<file path="src/design/dep_regs.svh">
// Register map, field positions, reset values and display locations
`ifndef DEP_REGS_SVH
`define DEP_REGS_SVH
// Register offsets on the plain register port
`define DEP_ADDR_W       2
`define DEP_DATA_W       8
`define DEP_OFF_CTRL     2'h0
`define DEP_OFF_STAT     2'h1
`define DEP_OFF_MASK     2'h2
`define DEP_OFF_SHOW     2'h3
// Control register fields
`define DEP_CTRL_FUNC_LO 0
`define DEP_CTRL_FUNC_HI 1
`define DEP_CTRL_STEST   2
`define DEP_CTRL_ERST    3
`define DEP_FUNC_BOTH    2'h0
`define DEP_FUNC_TXOFF   2'h1
`define DEP_FUNC_RXOFF   2'h2
`define DEP_CTRL_RST     3'h0
// Status and mask fields
`define DEP_EV_W         5
`define DEP_EV_TXTIM     0
`define DEP_EV_RXTIM     1
`define DEP_EV_TXCARD    2
`define DEP_EV_RXCARD    3
`define DEP_EV_STFAIL    4
`define DEP_STAT_RST     5'h00
`define DEP_MASK_RST     5'h00
// Condition count and synchroniser width
`define DEP_N_COND       21
`define DEP_SYNC_W       31
// Card locations shown per priority slot
`define DEP_LOC_NONE     5'h00
`define DEP_LOC_P02      5'h10
`define DEP_LOC_P03      5'h15
`define DEP_LOC_P04      5'h14
`define DEP_LOC_P05      5'h15
`define DEP_LOC_P06      5'h14
`define DEP_LOC_P07      5'h13
`define DEP_LOC_P10      5'h15
`define DEP_LOC_P11      5'h10
`define DEP_LOC_P12      5'h14
`define DEP_LOC_P13      5'h11
`define DEP_LOC_P14      5'h15
`define DEP_LOC_P15      5'h10
`define DEP_LOC_P16      5'h11
`define DEP_LOC_P17      5'h14
`define DEP_LOC_P18      5'h13
`define DEP_LOC_P20      5'h10
`define DEP_LOC_P21      5'h15
// Expected self-test display digits
`define DEP_ST_TENS      2'h2
`define DEP_ST_UNITS     4'h1
`endif

</file>
<file path="src/design/dep_pkg.sv">
// Types shared by the diagnostic priority display modules
`include "dep_regs.svh"
package dep_pkg;
   // Selected group code sent to address muxes and lamp decoder
   typedef enum logic [2:0] {
      DEP_GRP_TXC, DEP_GRP_TXCH, DEP_GRP_RXC, DEP_GRP_RXCH,
      DEP_GRP_OOT, DEP_GRP_ST, DEP_GRP_TIM, DEP_GRP_NONE
   } dep_grp_e;
   // Channel card error detector state
   typedef struct packed {
      logic       strobe;
      logic       err;
      logic [3:0] chan;
   } dep_det_s;
   // Main block state
   typedef struct packed {
      logic [`DEP_SYNC_W-1:0] sync1;
      logic [`DEP_SYNC_W-1:0] sync2;
      logic [2:0]             ctrl;
      logic                   err_rst;
      logic [`DEP_EV_W-1:0]   stat;
      logic [`DEP_EV_W-1:0]   mask;
      dep_grp_e               sel;
      logic [4:0]             loc;
      logic                   inhibit;
      logic                   lamp_txtim;
      logic                   lamp_rxtim;
      logic                   lamp_txcard;
      logic                   lamp_rxcard;
      logic [1:0]             tens;
      logic [3:0]             units;
      logic                   irq;
      logic [`DEP_DATA_W-1:0] rd_data;
   } dep_state_s;
endpackage

</file>
<file path="src/design/dep_bcd.sv">
// Binary card location to two-digit BCD converter
`timescale 1ns/10ps
module dep_bcd
   import dep_pkg::*;
(
   input  wire logic [4:0] bin,
   output logic [1:0]      tens,
   output logic [3:0]      units
);
   ////////////////////////////////////////////////////////////////
   // Locations 0 to 21 fit in a two-bit tens digit
   always_comb begin
      if (bin >= 5'h14) begin
         tens = 2'h2;
         units = 4'(bin - 5'h14);
      end else if (bin >= 5'h0a) begin
         tens = 2'h1;
         units = 4'(bin - 5'h0a);
      end else begin
         tens = 2'h0;
         units = bin[3:0];
      end
   end
endmodule

</file>
<file path="src/design/dep_chan_det.sv">
// Channel card error detector: samples one channel per scan strobe
`timescale 1ns/10ps
module dep_chan_det
   import dep_pkg::*;
(
   input  wire logic       mclk,
   input  wire logic       rst,
   input  wire logic       enable,
   input  wire logic       clear,
   input  wire logic       strobe,
   input  wire logic       status,
   input  wire logic [3:0] addr,
   output logic            err,
   output logic [3:0]      chan
);
   dep_det_s q;         // Registered state
   dep_det_s d;         // Next state
   logic     capture;   // A faulty channel is caught this cycle

   ////////////////////////////////////////////////////////////////
   // Next state: one channel examined per strobe rising edge
   always_comb begin
      d = q;
      d.strobe = strobe;
      capture = enable && strobe && !q.strobe && status
                && (addr != 4'h0) && !q.err;
      // Reset or inhibit drops the latched error, a capture wins
      if (clear || !enable) begin
         d.err = 1'b0;
         d.chan = 4'h0;
      end
      if (capture) begin
         d.err = 1'b1;
         d.chan = addr;
      end
   end

   // State register
   always_ff @(posedge mclk) begin
      if (rst) begin
         q <= '0;
      end else begin
         q <= d;
      end
   end

   assign err = q.err;
   assign chan = q.chan;
endmodule

</file>
<file path="src/design/dep_top.sv">
// Diagnostic error priority and front panel display logic
//
// Our own choices: the register offsets and the plain strobed port.
`timescale 1ns/10ps
`include "dep_regs.svh"
module dep_top
   import dep_pkg::*;
(
   input  wire logic                   mclk,
   input  wire logic                   rst,
   input  wire logic [`DEP_ADDR_W-1:0] addr,
   input  wire logic [`DEP_DATA_W-1:0] wr_data,
   input  wire logic                   wr_stb,
   input  wire logic                   rd_stb,
   output logic [`DEP_DATA_W-1:0]      rd_data,
   input  wire logic [5:0]             tx_card_err,
   input  wire logic [8:0]             rx_card_err,
   input  wire logic                   tx_timing_lost,
   input  wire logic                   rx_timing_lost,
   input  wire logic                   tx_channel_status_serial,
   input  wire logic [3:0]             overhead_channel_addr,
   input  wire logic                   word24_scan_strobe,
   input  wire logic                   rx_channel_status_serial,
   input  wire logic [3:0]             rx_channel_addr,
   input  wire logic                   rx_scan_strobe,
   input  wire logic                   channel_out_of_tolerance,
   input  wire logic                   err_reset,
   output logic                        lamp_tx_timing,
   output logic                        lamp_rx_timing,
   output logic                        lamp_tx_card,
   output logic                        lamp_rx_card,
   output logic                        card_addr_inhibit,
   output logic                        tens_digit_hi,
   output logic                        tens_digit_lo,
   output logic [3:0]                  units_digit_bits,
   output logic [2:0]                  sel_code,
   output logic                        irq
);
   ////////////////////////////////////////////////////////////////
   // Declarations
   dep_state_s                q;          // Registered state
   dep_state_s                d;          // Next state
   logic [`DEP_SYNC_W-1:0]    raw;        // Pins before synchronising
   logic [5:0]                s_txc;      // Transmit common card errors
   logic [8:0]                s_rxc;      // Receive common card errors
   logic                      s_txlot;    // Transmit timing lost
   logic                      s_rxlot;    // Receive timing lost
   logic                      s_txser;    // Transmit channel status
   logic                      s_txstb;    // Transmit word-24 strobe
   logic [3:0]                s_txadr;    // Transmit channel address
   logic                      s_rxser;    // Receive channel status
   logic                      s_rxstb;    // Receive scan strobe
   logic [3:0]                s_rxadr;    // Receive channel address
   logic                      s_oot;      // Out-of-tolerance
   logic                      s_erst;     // Error reset pin
   logic                      tx_en;      // Transmit diagnostics on
   logic                      rx_en;      // Receive diagnostics on
   logic                      both_diag_enabled;
   logic                      transmit_side_diag_inhibit;
   logic                      receive_side_diag_inhibit;
   logic                      st_mode;    // Self-test mode
   logic                      tx_ch_err;  // Transmit channel error
   logic                      rx_ch_err;  // Receive channel error
   logic [3:0]                tx_ch;      // Faulty transmit channel
   logic [3:0]                rx_ch;      // Faulty receive channel
   logic [`DEP_N_COND-1:0]    cond;       // Enabled error conditions
   logic [4:0]                win;        // Winning slot, 0 is top
   logic                      any;        // Some condition active
   logic [4:0]                win_loc;    // Location of the winner
   logic [1:0]                bcd_tens;   // Converted tens digit
   logic [3:0]                bcd_units;  // Converted units digit
   logic [`DEP_EV_W-1:0]      ev;         // Indicator rise events
   logic [`DEP_EV_W-1:0]      w1c;        // Status bits cleared

   ////////////////////////////////////////////////////////////////
   // Pin synchroniser packing
   assign raw = {err_reset, channel_out_of_tolerance, rx_channel_addr,
                 rx_scan_strobe, rx_channel_status_serial,
                 overhead_channel_addr, word24_scan_strobe,
                 tx_channel_status_serial, rx_timing_lost, tx_timing_lost,
                 rx_card_err, tx_card_err};
   // Only the second stage is read
   assign s_txc   = q.sync2[5:0];
   assign s_rxc   = q.sync2[14:6];
   assign s_txlot = q.sync2[15];
   assign s_rxlot = q.sync2[16];
   assign s_txser = q.sync2[17];
   assign s_txstb = q.sync2[18];
   assign s_txadr = q.sync2[22:19];
   assign s_rxser = q.sync2[23];
   assign s_rxstb = q.sync2[24];
   assign s_rxadr = q.sync2[28:25];
   assign s_oot   = q.sync2[29];
   assign s_erst  = q.sync2[30];

   ////////////////////////////////////////////////////////////////
   // Function selection decode, three positions
   assign transmit_side_diag_inhibit =
      (q.ctrl[`DEP_CTRL_FUNC_HI:`DEP_CTRL_FUNC_LO] == `DEP_FUNC_TXOFF);
   assign receive_side_diag_inhibit =
      (q.ctrl[`DEP_CTRL_FUNC_HI:`DEP_CTRL_FUNC_LO] == `DEP_FUNC_RXOFF);
   assign both_diag_enabled = !transmit_side_diag_inhibit
                              && !receive_side_diag_inhibit;
   assign tx_en = both_diag_enabled || receive_side_diag_inhibit;
   assign rx_en = both_diag_enabled || transmit_side_diag_inhibit;
   assign st_mode = q.ctrl[`DEP_CTRL_STEST];

   ////////////////////////////////////////////////////////////////
   // Channel card error detectors, one per direction
   dep_chan_det u_tx_det (
      .mclk   (mclk),
      .rst    (rst),
      .enable (tx_en),
      .clear  (q.err_rst),
      .strobe (s_txstb),
      .status (s_txser),
      .addr   (s_txadr),
      .err    (tx_ch_err),
      .chan   (tx_ch)
   );

   dep_chan_det u_rx_det (
      .mclk   (mclk),
      .rst    (rst),
      .enable (rx_en),
      .clear  (q.err_rst),
      .strobe (s_rxstb),
      .status (s_rxser),
      .addr   (s_rxadr),
      .err    (rx_ch_err),
      .chan   (rx_ch)
   );

   ////////////////////////////////////////////////////////////////
   // Condition vector in priority order, inhibited groups masked
   always_comb begin
      cond = '0;
      cond[0] = s_txlot && tx_en;
      cond[6:1] = s_txc & {6{tx_en}};
      cond[7] = tx_ch_err;
      cond[8] = s_rxlot && rx_en;
      cond[17:9] = s_rxc & {9{rx_en}};
      cond[18] = rx_ch_err;
      cond[19] = s_oot && tx_en;
      cond[20] = st_mode;
   end

   ////////////////////////////////////////////////////////////////
   // Fixed priority selection, lowest slot wins
   always_comb begin
      win = 5'h00;
      any = 1'b0;
      for (int i = `DEP_N_COND - 1; i >= 0; i--) begin
         if (cond[i]) begin
            win = 5'(i);
            any = 1'b1;
         end
      end
   end

   // Card location of the winning slot
   always_comb begin
      case (win)
         5'h01:   win_loc = `DEP_LOC_P02;
         5'h02:   win_loc = `DEP_LOC_P03;
         5'h03:   win_loc = `DEP_LOC_P04;
         5'h04:   win_loc = `DEP_LOC_P05;
         5'h05:   win_loc = `DEP_LOC_P06;
         5'h06:   win_loc = `DEP_LOC_P07;
         5'h07:   win_loc = {1'b0, tx_ch};
         5'h09:   win_loc = `DEP_LOC_P10;
         5'h0a:   win_loc = `DEP_LOC_P11;
         5'h0b:   win_loc = `DEP_LOC_P12;
         5'h0c:   win_loc = `DEP_LOC_P13;
         5'h0d:   win_loc = `DEP_LOC_P14;
         5'h0e:   win_loc = `DEP_LOC_P15;
         5'h0f:   win_loc = `DEP_LOC_P16;
         5'h10:   win_loc = `DEP_LOC_P17;
         5'h11:   win_loc = `DEP_LOC_P18;
         5'h12:   win_loc = {1'b0, rx_ch};
         5'h13:   win_loc = `DEP_LOC_P20;
         5'h14:   win_loc = `DEP_LOC_P21;
         default: win_loc = `DEP_LOC_NONE;  // Timing slots
      endcase
   end

   ////////////////////////////////////////////////////////////////
   // Binary to BCD conversion of the next location; win_loc equals d.loc on
   // every path and keeps the converter out of the next-state loop
   dep_bcd u_bcd (
      .bin   (win_loc),
      .tens  (bcd_tens),
      .units (bcd_units)
   );

   ////////////////////////////////////////////////////////////////
   // Next state: sync, registers, selection, lamps, interrupt
   always_comb begin
      d = q;
      // Two-stage pin synchroniser
      d.sync1 = raw;
      d.sync2 = q.sync1;
      // Control write, a written error reset is a one-cycle pulse, the pin reset follows the synchronised pin level
      d.err_rst = s_erst;
      w1c = '0;
      if (wr_stb) begin
         case (addr)
            `DEP_OFF_CTRL: begin
               d.ctrl = wr_data[2:0];
               d.err_rst = s_erst || wr_data[`DEP_CTRL_ERST];
            end
            `DEP_OFF_STAT: w1c = wr_data[`DEP_EV_W-1:0];
            `DEP_OFF_MASK: d.mask = wr_data[`DEP_EV_W-1:0];
            default: ;   // Display register is read only
         endcase
      end
      // Group select code and lamp decode
      d.sel = DEP_GRP_NONE;
      d.loc = `DEP_LOC_NONE;
      d.inhibit = 1'b0;
      d.lamp_txtim = 1'b0;
      d.lamp_rxtim = 1'b0;
      d.lamp_txcard = 1'b0;
      d.lamp_rxcard = 1'b0;
      if (!any) begin
         d.sel = DEP_GRP_NONE;
      end else if (win == 5'h00 || win == 5'h08) begin
         d.sel = DEP_GRP_TIM;
         d.inhibit = 1'b1;
         d.lamp_txtim = (win == 5'h00);
         d.lamp_rxtim = (win == 5'h08);
      end else begin
         d.loc = win_loc;
         if (win <= 5'h06) begin
            d.sel = DEP_GRP_TXC;
         end else if (win == 5'h07) begin
            d.sel = DEP_GRP_TXCH;
         end else if (win <= 5'h11) begin
            d.sel = DEP_GRP_RXC;
         end else if (win == 5'h12) begin
            d.sel = DEP_GRP_RXCH;
         end else if (win == 5'h13) begin
            d.sel = DEP_GRP_OOT;
         end else begin
            d.sel = DEP_GRP_ST;
         end
         d.lamp_txcard = (win <= 5'h07) || (win >= 5'h13);
         d.lamp_rxcard = (win >= 5'h09) && (win <= 5'h12);
      end
      d.tens = bcd_tens;
      d.units = bcd_units;
      // Indicator rises and secondary self-test check
      ev = '0;
      ev[`DEP_EV_TXTIM] = d.lamp_txtim && !q.lamp_txtim;
      ev[`DEP_EV_RXTIM] = d.lamp_rxtim && !q.lamp_rxtim;
      ev[`DEP_EV_TXCARD] = d.lamp_txcard && !q.lamp_txcard;
      ev[`DEP_EV_RXCARD] = d.lamp_rxcard && !q.lamp_rxcard;
      ev[`DEP_EV_STFAIL] = st_mode && (q.sel == DEP_GRP_ST)
                           && ({q.tens, q.units}
                               != {`DEP_ST_TENS, `DEP_ST_UNITS});
      // Sticky status, a new event wins over the clear
      d.stat = (q.stat & ~w1c) | ev;
      d.irq = |(d.stat & d.mask);
      // Read data valid only in the cycle after the strobe
      d.rd_data = '0;
      if (rd_stb) begin
         case (addr)
            `DEP_OFF_CTRL: d.rd_data = {5'h00, q.ctrl};
            `DEP_OFF_STAT: d.rd_data = {3'h0, q.stat};
            `DEP_OFF_MASK: d.rd_data = {3'h0, q.mask};
            default:       d.rd_data = {q.sel, q.loc};
         endcase
      end
   end

   // State register
   always_ff @(posedge mclk) begin
      if (rst) begin
         q <= '0;
         q.ctrl <= `DEP_CTRL_RST;
         q.stat <= `DEP_STAT_RST;
         q.mask <= `DEP_MASK_RST;
         q.sel <= DEP_GRP_NONE;
      end else begin
         q <= d;
      end
   end

   ////////////////////////////////////////////////////////////////
   // Outputs straight from the state register
   assign rd_data = q.rd_data;
   assign lamp_tx_timing = q.lamp_txtim;
   assign lamp_rx_timing = q.lamp_rxtim;
   assign lamp_tx_card = q.lamp_txcard;
   assign lamp_rx_card = q.lamp_rxcard;
   assign card_addr_inhibit = q.inhibit;
   assign tens_digit_hi = q.tens[1];
   assign tens_digit_lo = q.tens[0];
   assign units_digit_bits = q.units;
   assign sel_code = q.sel;
   assign irq = q.irq;
endmodule

</file>
<file path="config.mk">
export PLATFORM = sky130hd
export DESIGN_NAME = dep_top
export DESIGN_NICKNAME = d
export VERILOG_FILES = /design/src/design/dep_pkg.sv /design/src/design/dep_bcd.sv /design/src/design/dep_chan_det.sv /design/src/design/dep_top.sv
export VERILOG_INCLUDE_DIRS = /design/src /design/src/design
export SDC_FILE = /design/constraint.sdc
export NUM_CORES = 1
export LEC_CHECK = 0
export BUFFER_PORTS_ARGS = -buffer_cell sky130_fd_sc_hd__buf_2
export CAP_MARGIN = 40
export CORE_MARGIN = 10
export CORE_UTILIZATION = 45
export DETAILED_ROUTE_END_ITERATION = 8
export PLACE_DENSITY_LB_ADDON = 0.12
export SLEW_MARGIN = 25
export SYNTH_ARGS = -nofsm -noshare
export SYNTH_HDL_FRONTEND = slang
export SYNTH_SLANG_ARGS = --single-unit
export TNS_END_PERCENT = 10
</file>
<file path="constraint.sdc">
create_clock -name mclk -period 3.45 [get_ports mclk]
set_input_delay 0.1725 -clock mclk [delete_from_list [all_inputs] [get_ports mclk]]
set_output_delay 0.1725 -clock mclk [all_outputs]
set_load 0.01 [all_outputs]
</file>
Word level (Yosys, flattened, before mapping)
Index checks and enable logic that the tools add are counted.

word-level totals
  register bits = 116
  bits in latches = 0
  bits in writable memories = 0
  ROM bits = 0
  input bits = 45
  memories kept = 0

cells by class
  add/subtract/negate cells = 2
  multiply operators = 0
  div/mod/pow operators = 0
  order comparisons = 8
  equal/unequal tests = 26
  shifts and indexed selects = 0
  muxes and demuxes = 67
  bitwise gates (word level) = 8
  reductions and logical operators = 57

operator list
  kind                                                                               number
  5-bit two-way mux                                                                  29
  5-bit by 4-bit equality test with 1-bit output (second input constant)             8
  5-bit case mux with 7 select lines                                                 1
  1-bit two-way mux                                                                  26
  5-bit equality test (second input constant)                                        5
  8-bit case mux with 3 select lines                                                 1
  1-bit logical AND                                                                  21
  5-bit by 3-bit equality test with 1-bit output (second input constant)             4
  3-bit two-way mux                                                                  5
  1-bit zero test                                                                    12
  4-bit two-way mux                                                                  3
  5-bit AND                                                                          2
  5-bit by 2-bit equality test with 1-bit output (second input constant)             2
  5-bit by 4-bit >= comparator with 1-bit output (second input constant)             2
  5-bit >= comparator (second input constant)                                        2
  5-bit by 3-bit less-or-equal comparator with 1-bit output (second input constant)  2
  5-bit less-or-equal comparator (second input constant)                             2
  2-bit OR reduction                                                                 5
  5-bit OR reduction                                                                 2
  9-bit AND                                                                          1
  4-bit nonzero test                                                                 2
  4-bit OR reduction                                                                 2
  1-bit logical OR                                                                   7
  6-bit AND                                                                          1
  other kinds (16)                                                                   21

Longest topological paths before layout
  word-level depth = 33
  depth in mapped cells = 15
  mapped depth without buffers = 13

Hierarchy
From an unflattened synthesis, not the netlist that was laid out.

second synthesis, totals
  cell total of the unflattened synthesis = 498
  area, all modules = 4927.2 um^2

modules (own cells, without submodules)
  module        times used  cells each  area an instance (um^2)  sequential area each (um^2)
  dep_top       1           419         4131.5                   2082.0
  dep_chan_det  2           29          307.8                    120.1
  dep_bcd       1           21          180.2                    0.0

Least setup slack after synthesis
Ideal clock, no wire load.

  path type = reg-to-reg
  from = reg q[40] (netlist bit)
  to = reg q, in the netlist units_digit_bits[1]
  setup time = 71 ps
  data arrival time = 3352 ps
  required time = 3379 ps
  slack = 27 ps
  stages on the path, launching flop included = 14
  buffers on the path = 0
  clock period less this slack = 3423 ps
  cells stage by stage = dfxtp_1 nand2b_2 a211o_1 a221oi_2 a22o_4 nor3_1 or4b_4 o31ai_4 ha_1 inv_1 a211oi_1 a2111oi_2 or3_1 a21oi_1

on the way
  word-level cells in the longest chain between the ends = 31

ends and longest elaborated chain
  element                                                                                          RTL line                        source
  start: declaration                                                                               dep_top.sv:41                   dep_state_s q;
  2-bit by 1-bit equality test with 1-bit output (no line) or 2-bit equality test (tied branches)  n/a
  1-bit zero test (on tied branches)                                                               dep_top.sv:102, dep_top.sv:103
  1-bit logical AND                                                                                dep_top.sv:103                  && !receive_side_diag_inhibit;
  1-bit logical OR                                                                                 dep_top.sv:104                  assign tx_en = both_diag_enabled || receive_side_diag_inhibit;
  1-bit logical AND                                                                                dep_top.sv:144                  cond[19] = s_oot && tx_en;
  5-bit two-way mux (19 in series)                                                                 dep_top.sv:154                  if (cond[i]) begin
  5-bit two-way mux (*)                                                                            dep_top.sv:154
  5-bit equality test (tied with other cells)                                                      dep_top.sv:163                  case (win)
  5-bit OR reduction (no line) (tied with other cells)                                             n/a
  5-bit case mux with 7 select lines (*)                                                           dep_top.sv:163
  net u_bcd.bin[2]                                                                                 dep_bcd.sv:6                    input wire logic [4:0] bin,
  5-bit by 4-bit >= comparator with 1-bit output                                                   dep_bcd.sv:16                   end else if (bin >= 5'h0a) begin
  4-bit two-way mux                                                                                dep_bcd.sv:16
  4-bit two-way mux (*)                                                                            dep_bcd.sv:13                   if (bin >= 5'h14) begin

Mark *: on every way through the listed nets, which the timed path passes. The rest lies on a longest branch.
A chain may end at the register's enable or synchronous reset.

Worst setup path in the final report
Same ends and word-level chain as after synthesis.

==> out/qor.yml <==
numClockSinks: 116
hold_viol_final: 0
cts-htree-levels: 4
place_ws_ps: -90.3
port_buffers: 64
max_freq_ghz: 0.300
die_h_um: 120
ys_async_sr_fraction_pct: 0
grt_setup_unrepaired: "true"
drive_gt1_share_pct: 28.8
hold_depth: 2
synth.ff_latch_count: 116
grt_pass1_wl_um: 17500
globalRouteTotalUtil_pct: 15.2
maxSlewViolCount: 0
n_antenna_cell: 0
place_hpwl_um: 7360
ios: 68
firstDrtPassIters: 4
ant_nets: 0
worstMarginPinSlew_ps: 797
grt_max_degree: 55
fin_ws_ps: 118
setup_viol: 0
final_area_mm2: 0.00626
placed_area_mm2: 0.00513
wl_per_cell_um: 14.1
synth_fp_nets: 512
p_leak_nw: 2.66
syn_area_per_cell_um2: 9.71
cap_violations: 0
antenna_found_initial: 0
cp_slowest_cell: "or4b_4"
viasPerCell: 4.88
yosys.area.top_type: "dfxtp_1"
register_area_mm2: 0.00233
status: "finished, final reports clean"
hp-start: "rst"
relSlewSlack_pct: 46.8
routed_wl_um: 10400
hold_class: "in -> reg"
fillers: 843
synth_top_area_share_pct: 51.5
crit_fanout: 6
worstSetupPathDepth: 14
cts_root_buffer: "clkbuf_8"
finClkSkew_ps: 9.95
cts_tree: "yes"
overflow: 0
syn_inst: 464
timing.rr.start: "q[40]"
fp.dieArea_mm2: 0.0144
clockBufferDepth: 2
initial_core_util_pct: 46.1
synth_area_leaders: "dfxtp_1 (52%), nor2b_1 (9.9%), nor2_1 (4.7%)"
row_count: 36
area_growth_syn_to_layout_pct: 38.8
critPathTopFamily: "compound AO/OA/AOI/OAI gates"
globalplace.congestion: 0.848
power_density_mw_per_mm2: 623
clk_pin_slew_ps: 60
synthFlopType: "dfxtp_1"
finalCritPeriodShare_pct: 96.6
cp.arrival_ps: 3780
vias: 3616
clk_latency_ps: 520
crit_required_ps: 3900
rr_worst_depth: 14
grt_pass1_vias: 3724
netlist-cell-type-count: 64
critPathKind: "reg -> reg"
period_needed_ps: 3330
synth_area_mm2: 0.00451
route.detailed.drc: 0
drt_iter0_drc: 231
cp-startpoint: "q[40]"
cp-end-kind: "flop"
coreArea_mm2: 0.00977
die_w_um: 120
path_cells: "nand2b_4 > a211o_1 > a221oi_2 > a22o_4 > nor3_1 > or4b_4 > o31ai_4 > ha_1 > inv_1 > a211oi_2 > buf_4 > a2111oi_4 > or3_1 > a21oi_1"
peakVddDrop_mv: 0.453
regToRegSetupSlack_ps: 120
layout.nets: 644
multi_input_area_mm2: 0.00208
synth-edff-count: 0
cpPeakStageDelay_ps: 540
numCtsBuffers: 17
ys_seq_area_share_pct: 51.5
ys_warn_count: 0
cp_num_buf_inv: 2
startpoint_type: "flop"
[kinds of logic (layout without fill, tap and decap cells)]
kind of cell | count (synthesis) | in the layout | synth area share, %
AO/OA/AOI/OAI | 84 | 84 | 14.3
adder cells (fa/ha/maj) | 3 | 3 | 0.833
buffers and inverters | 44 | 188 | 5.00
flip-flops | 116 | 116 | 51.5
multiplexers | 13 | 13 | 3.78
AND/OR/NAND/NOR | 204 | 204 | 24.6
[layout by cell type, fill, tap and decap left out, types with 4 or more instances in the layout]
master / synthesis / routed
and2_1: 8 / 8
o21ai_0: 8 / 7
a21o_1: 6 / 6
dlygate4sd3_1: 0 / 36
inv_1: 12 / 11
a21oi_1: 13 / 11
buf_2: 3 / 64
nor3_1: 11 / 9
or3_1: 5 / 5
nand2_1: 22 / 22
bufinv_16: 0 / 4
nand2b_1: 5 / 4
nor2b_1: 71 / 70
mux2i_1: 8 / 8
nor2_1: 56 / 55
dfxtp_1: 116 / 114
buf_4: 15 / 44
clkbuf_8: 0 / 4
clkbuf_16: 0 / 16
a22oi_1: 14 / 13
[power by group]
| part | internal (W) | switching [W] |
|---|---|---|
| clock network | 0.00122 | 0.000572 |
| registers | 0.00143 | 0.0000414 |
| logic | 0.000325 | 0.000311 |
| total | 0.00298 | 0.000924 |
[metal layers]
layer	wire length, um	vias to the layer above	share of wire [%]	GRT usage (%)
met4	113	0	1.1	7.32
met5	0	-	0	0
met3	499	10	4.8	5.06
met2	4950	65	47	24.4
li1	-	1855	-	-
met1	4860	1686	47	17.9
[synthesized netlist by cell type, types with 3 or more instances]
library cell,number
buf_2,3
nor2_1,56
ha_1,3
nor2b_1,71
a21o_1,6
o22ai_1,3
dfxtp_1,116
buf_4,15
clkbuf_1,14
a211oi_1,6
a22oi_1,14
nor3_1,11
o21ai_0,8
and3_1,3
inv_1,12
nand2b_1,5
a21oi_1,13
or3_1,5
nand3_1,3
o31ai_1,3
mux2i_1,8
o21bai_1,3
nand2_1,22
mux4_2,3
and2_1,8
[flip-flops by register name, summed over array words and instances, names as in the netlist, 3 cells and up]
| signal | count |
|---|---|
| q | 49 |
| d | 31 |
| units_digit_bits | 4 |
| sel_code | 3 |
| u_tx_det.chan | 4 |
| u_rx_det.chan | 4 |
| rd_data | 8 |
[timing repair]
item	4_1_cts	5_1_grt
hold buffers	36	0
setup buffers	1	2
gates resized for setup	8	22
pin swaps	2	10
endpoints found under the hold margin	42	0
endpoints found under the setup margin	3	5
[cell type report]
cell class	instances	share of cell area (%)
timing repair buffer	145	16.3
multi-input combinational	304	33.3
clock buffer	22	7.40
tap	133	2.66
clock inverter	9	2.42
sequential	116	37.2
inverter	12	0.720
[stage by stage]
stage,util [%],TNS [ps],total power (W),hold slack (ps),instances
after floorplan,-,0,0.00185,301,464
after global placement,52.5,-50.6,0.00206,379,671
after CTS,62.9,0,0.00392,18.6,739
final,64.0,0,0.00390,41.2,741
after global routing,64.0,-78.1,0.00407,43.4,741
after detailed placement,52.5,-138,0.00206,385,671
[final timing paths]
check	to
worst min register to register	q[45]
worst max register to register	units_digit_bits[1]
worst min-delay path	q[29]
worst max-delay path	units_digit_bits[1]
Power figures use the tool's default switching activity.
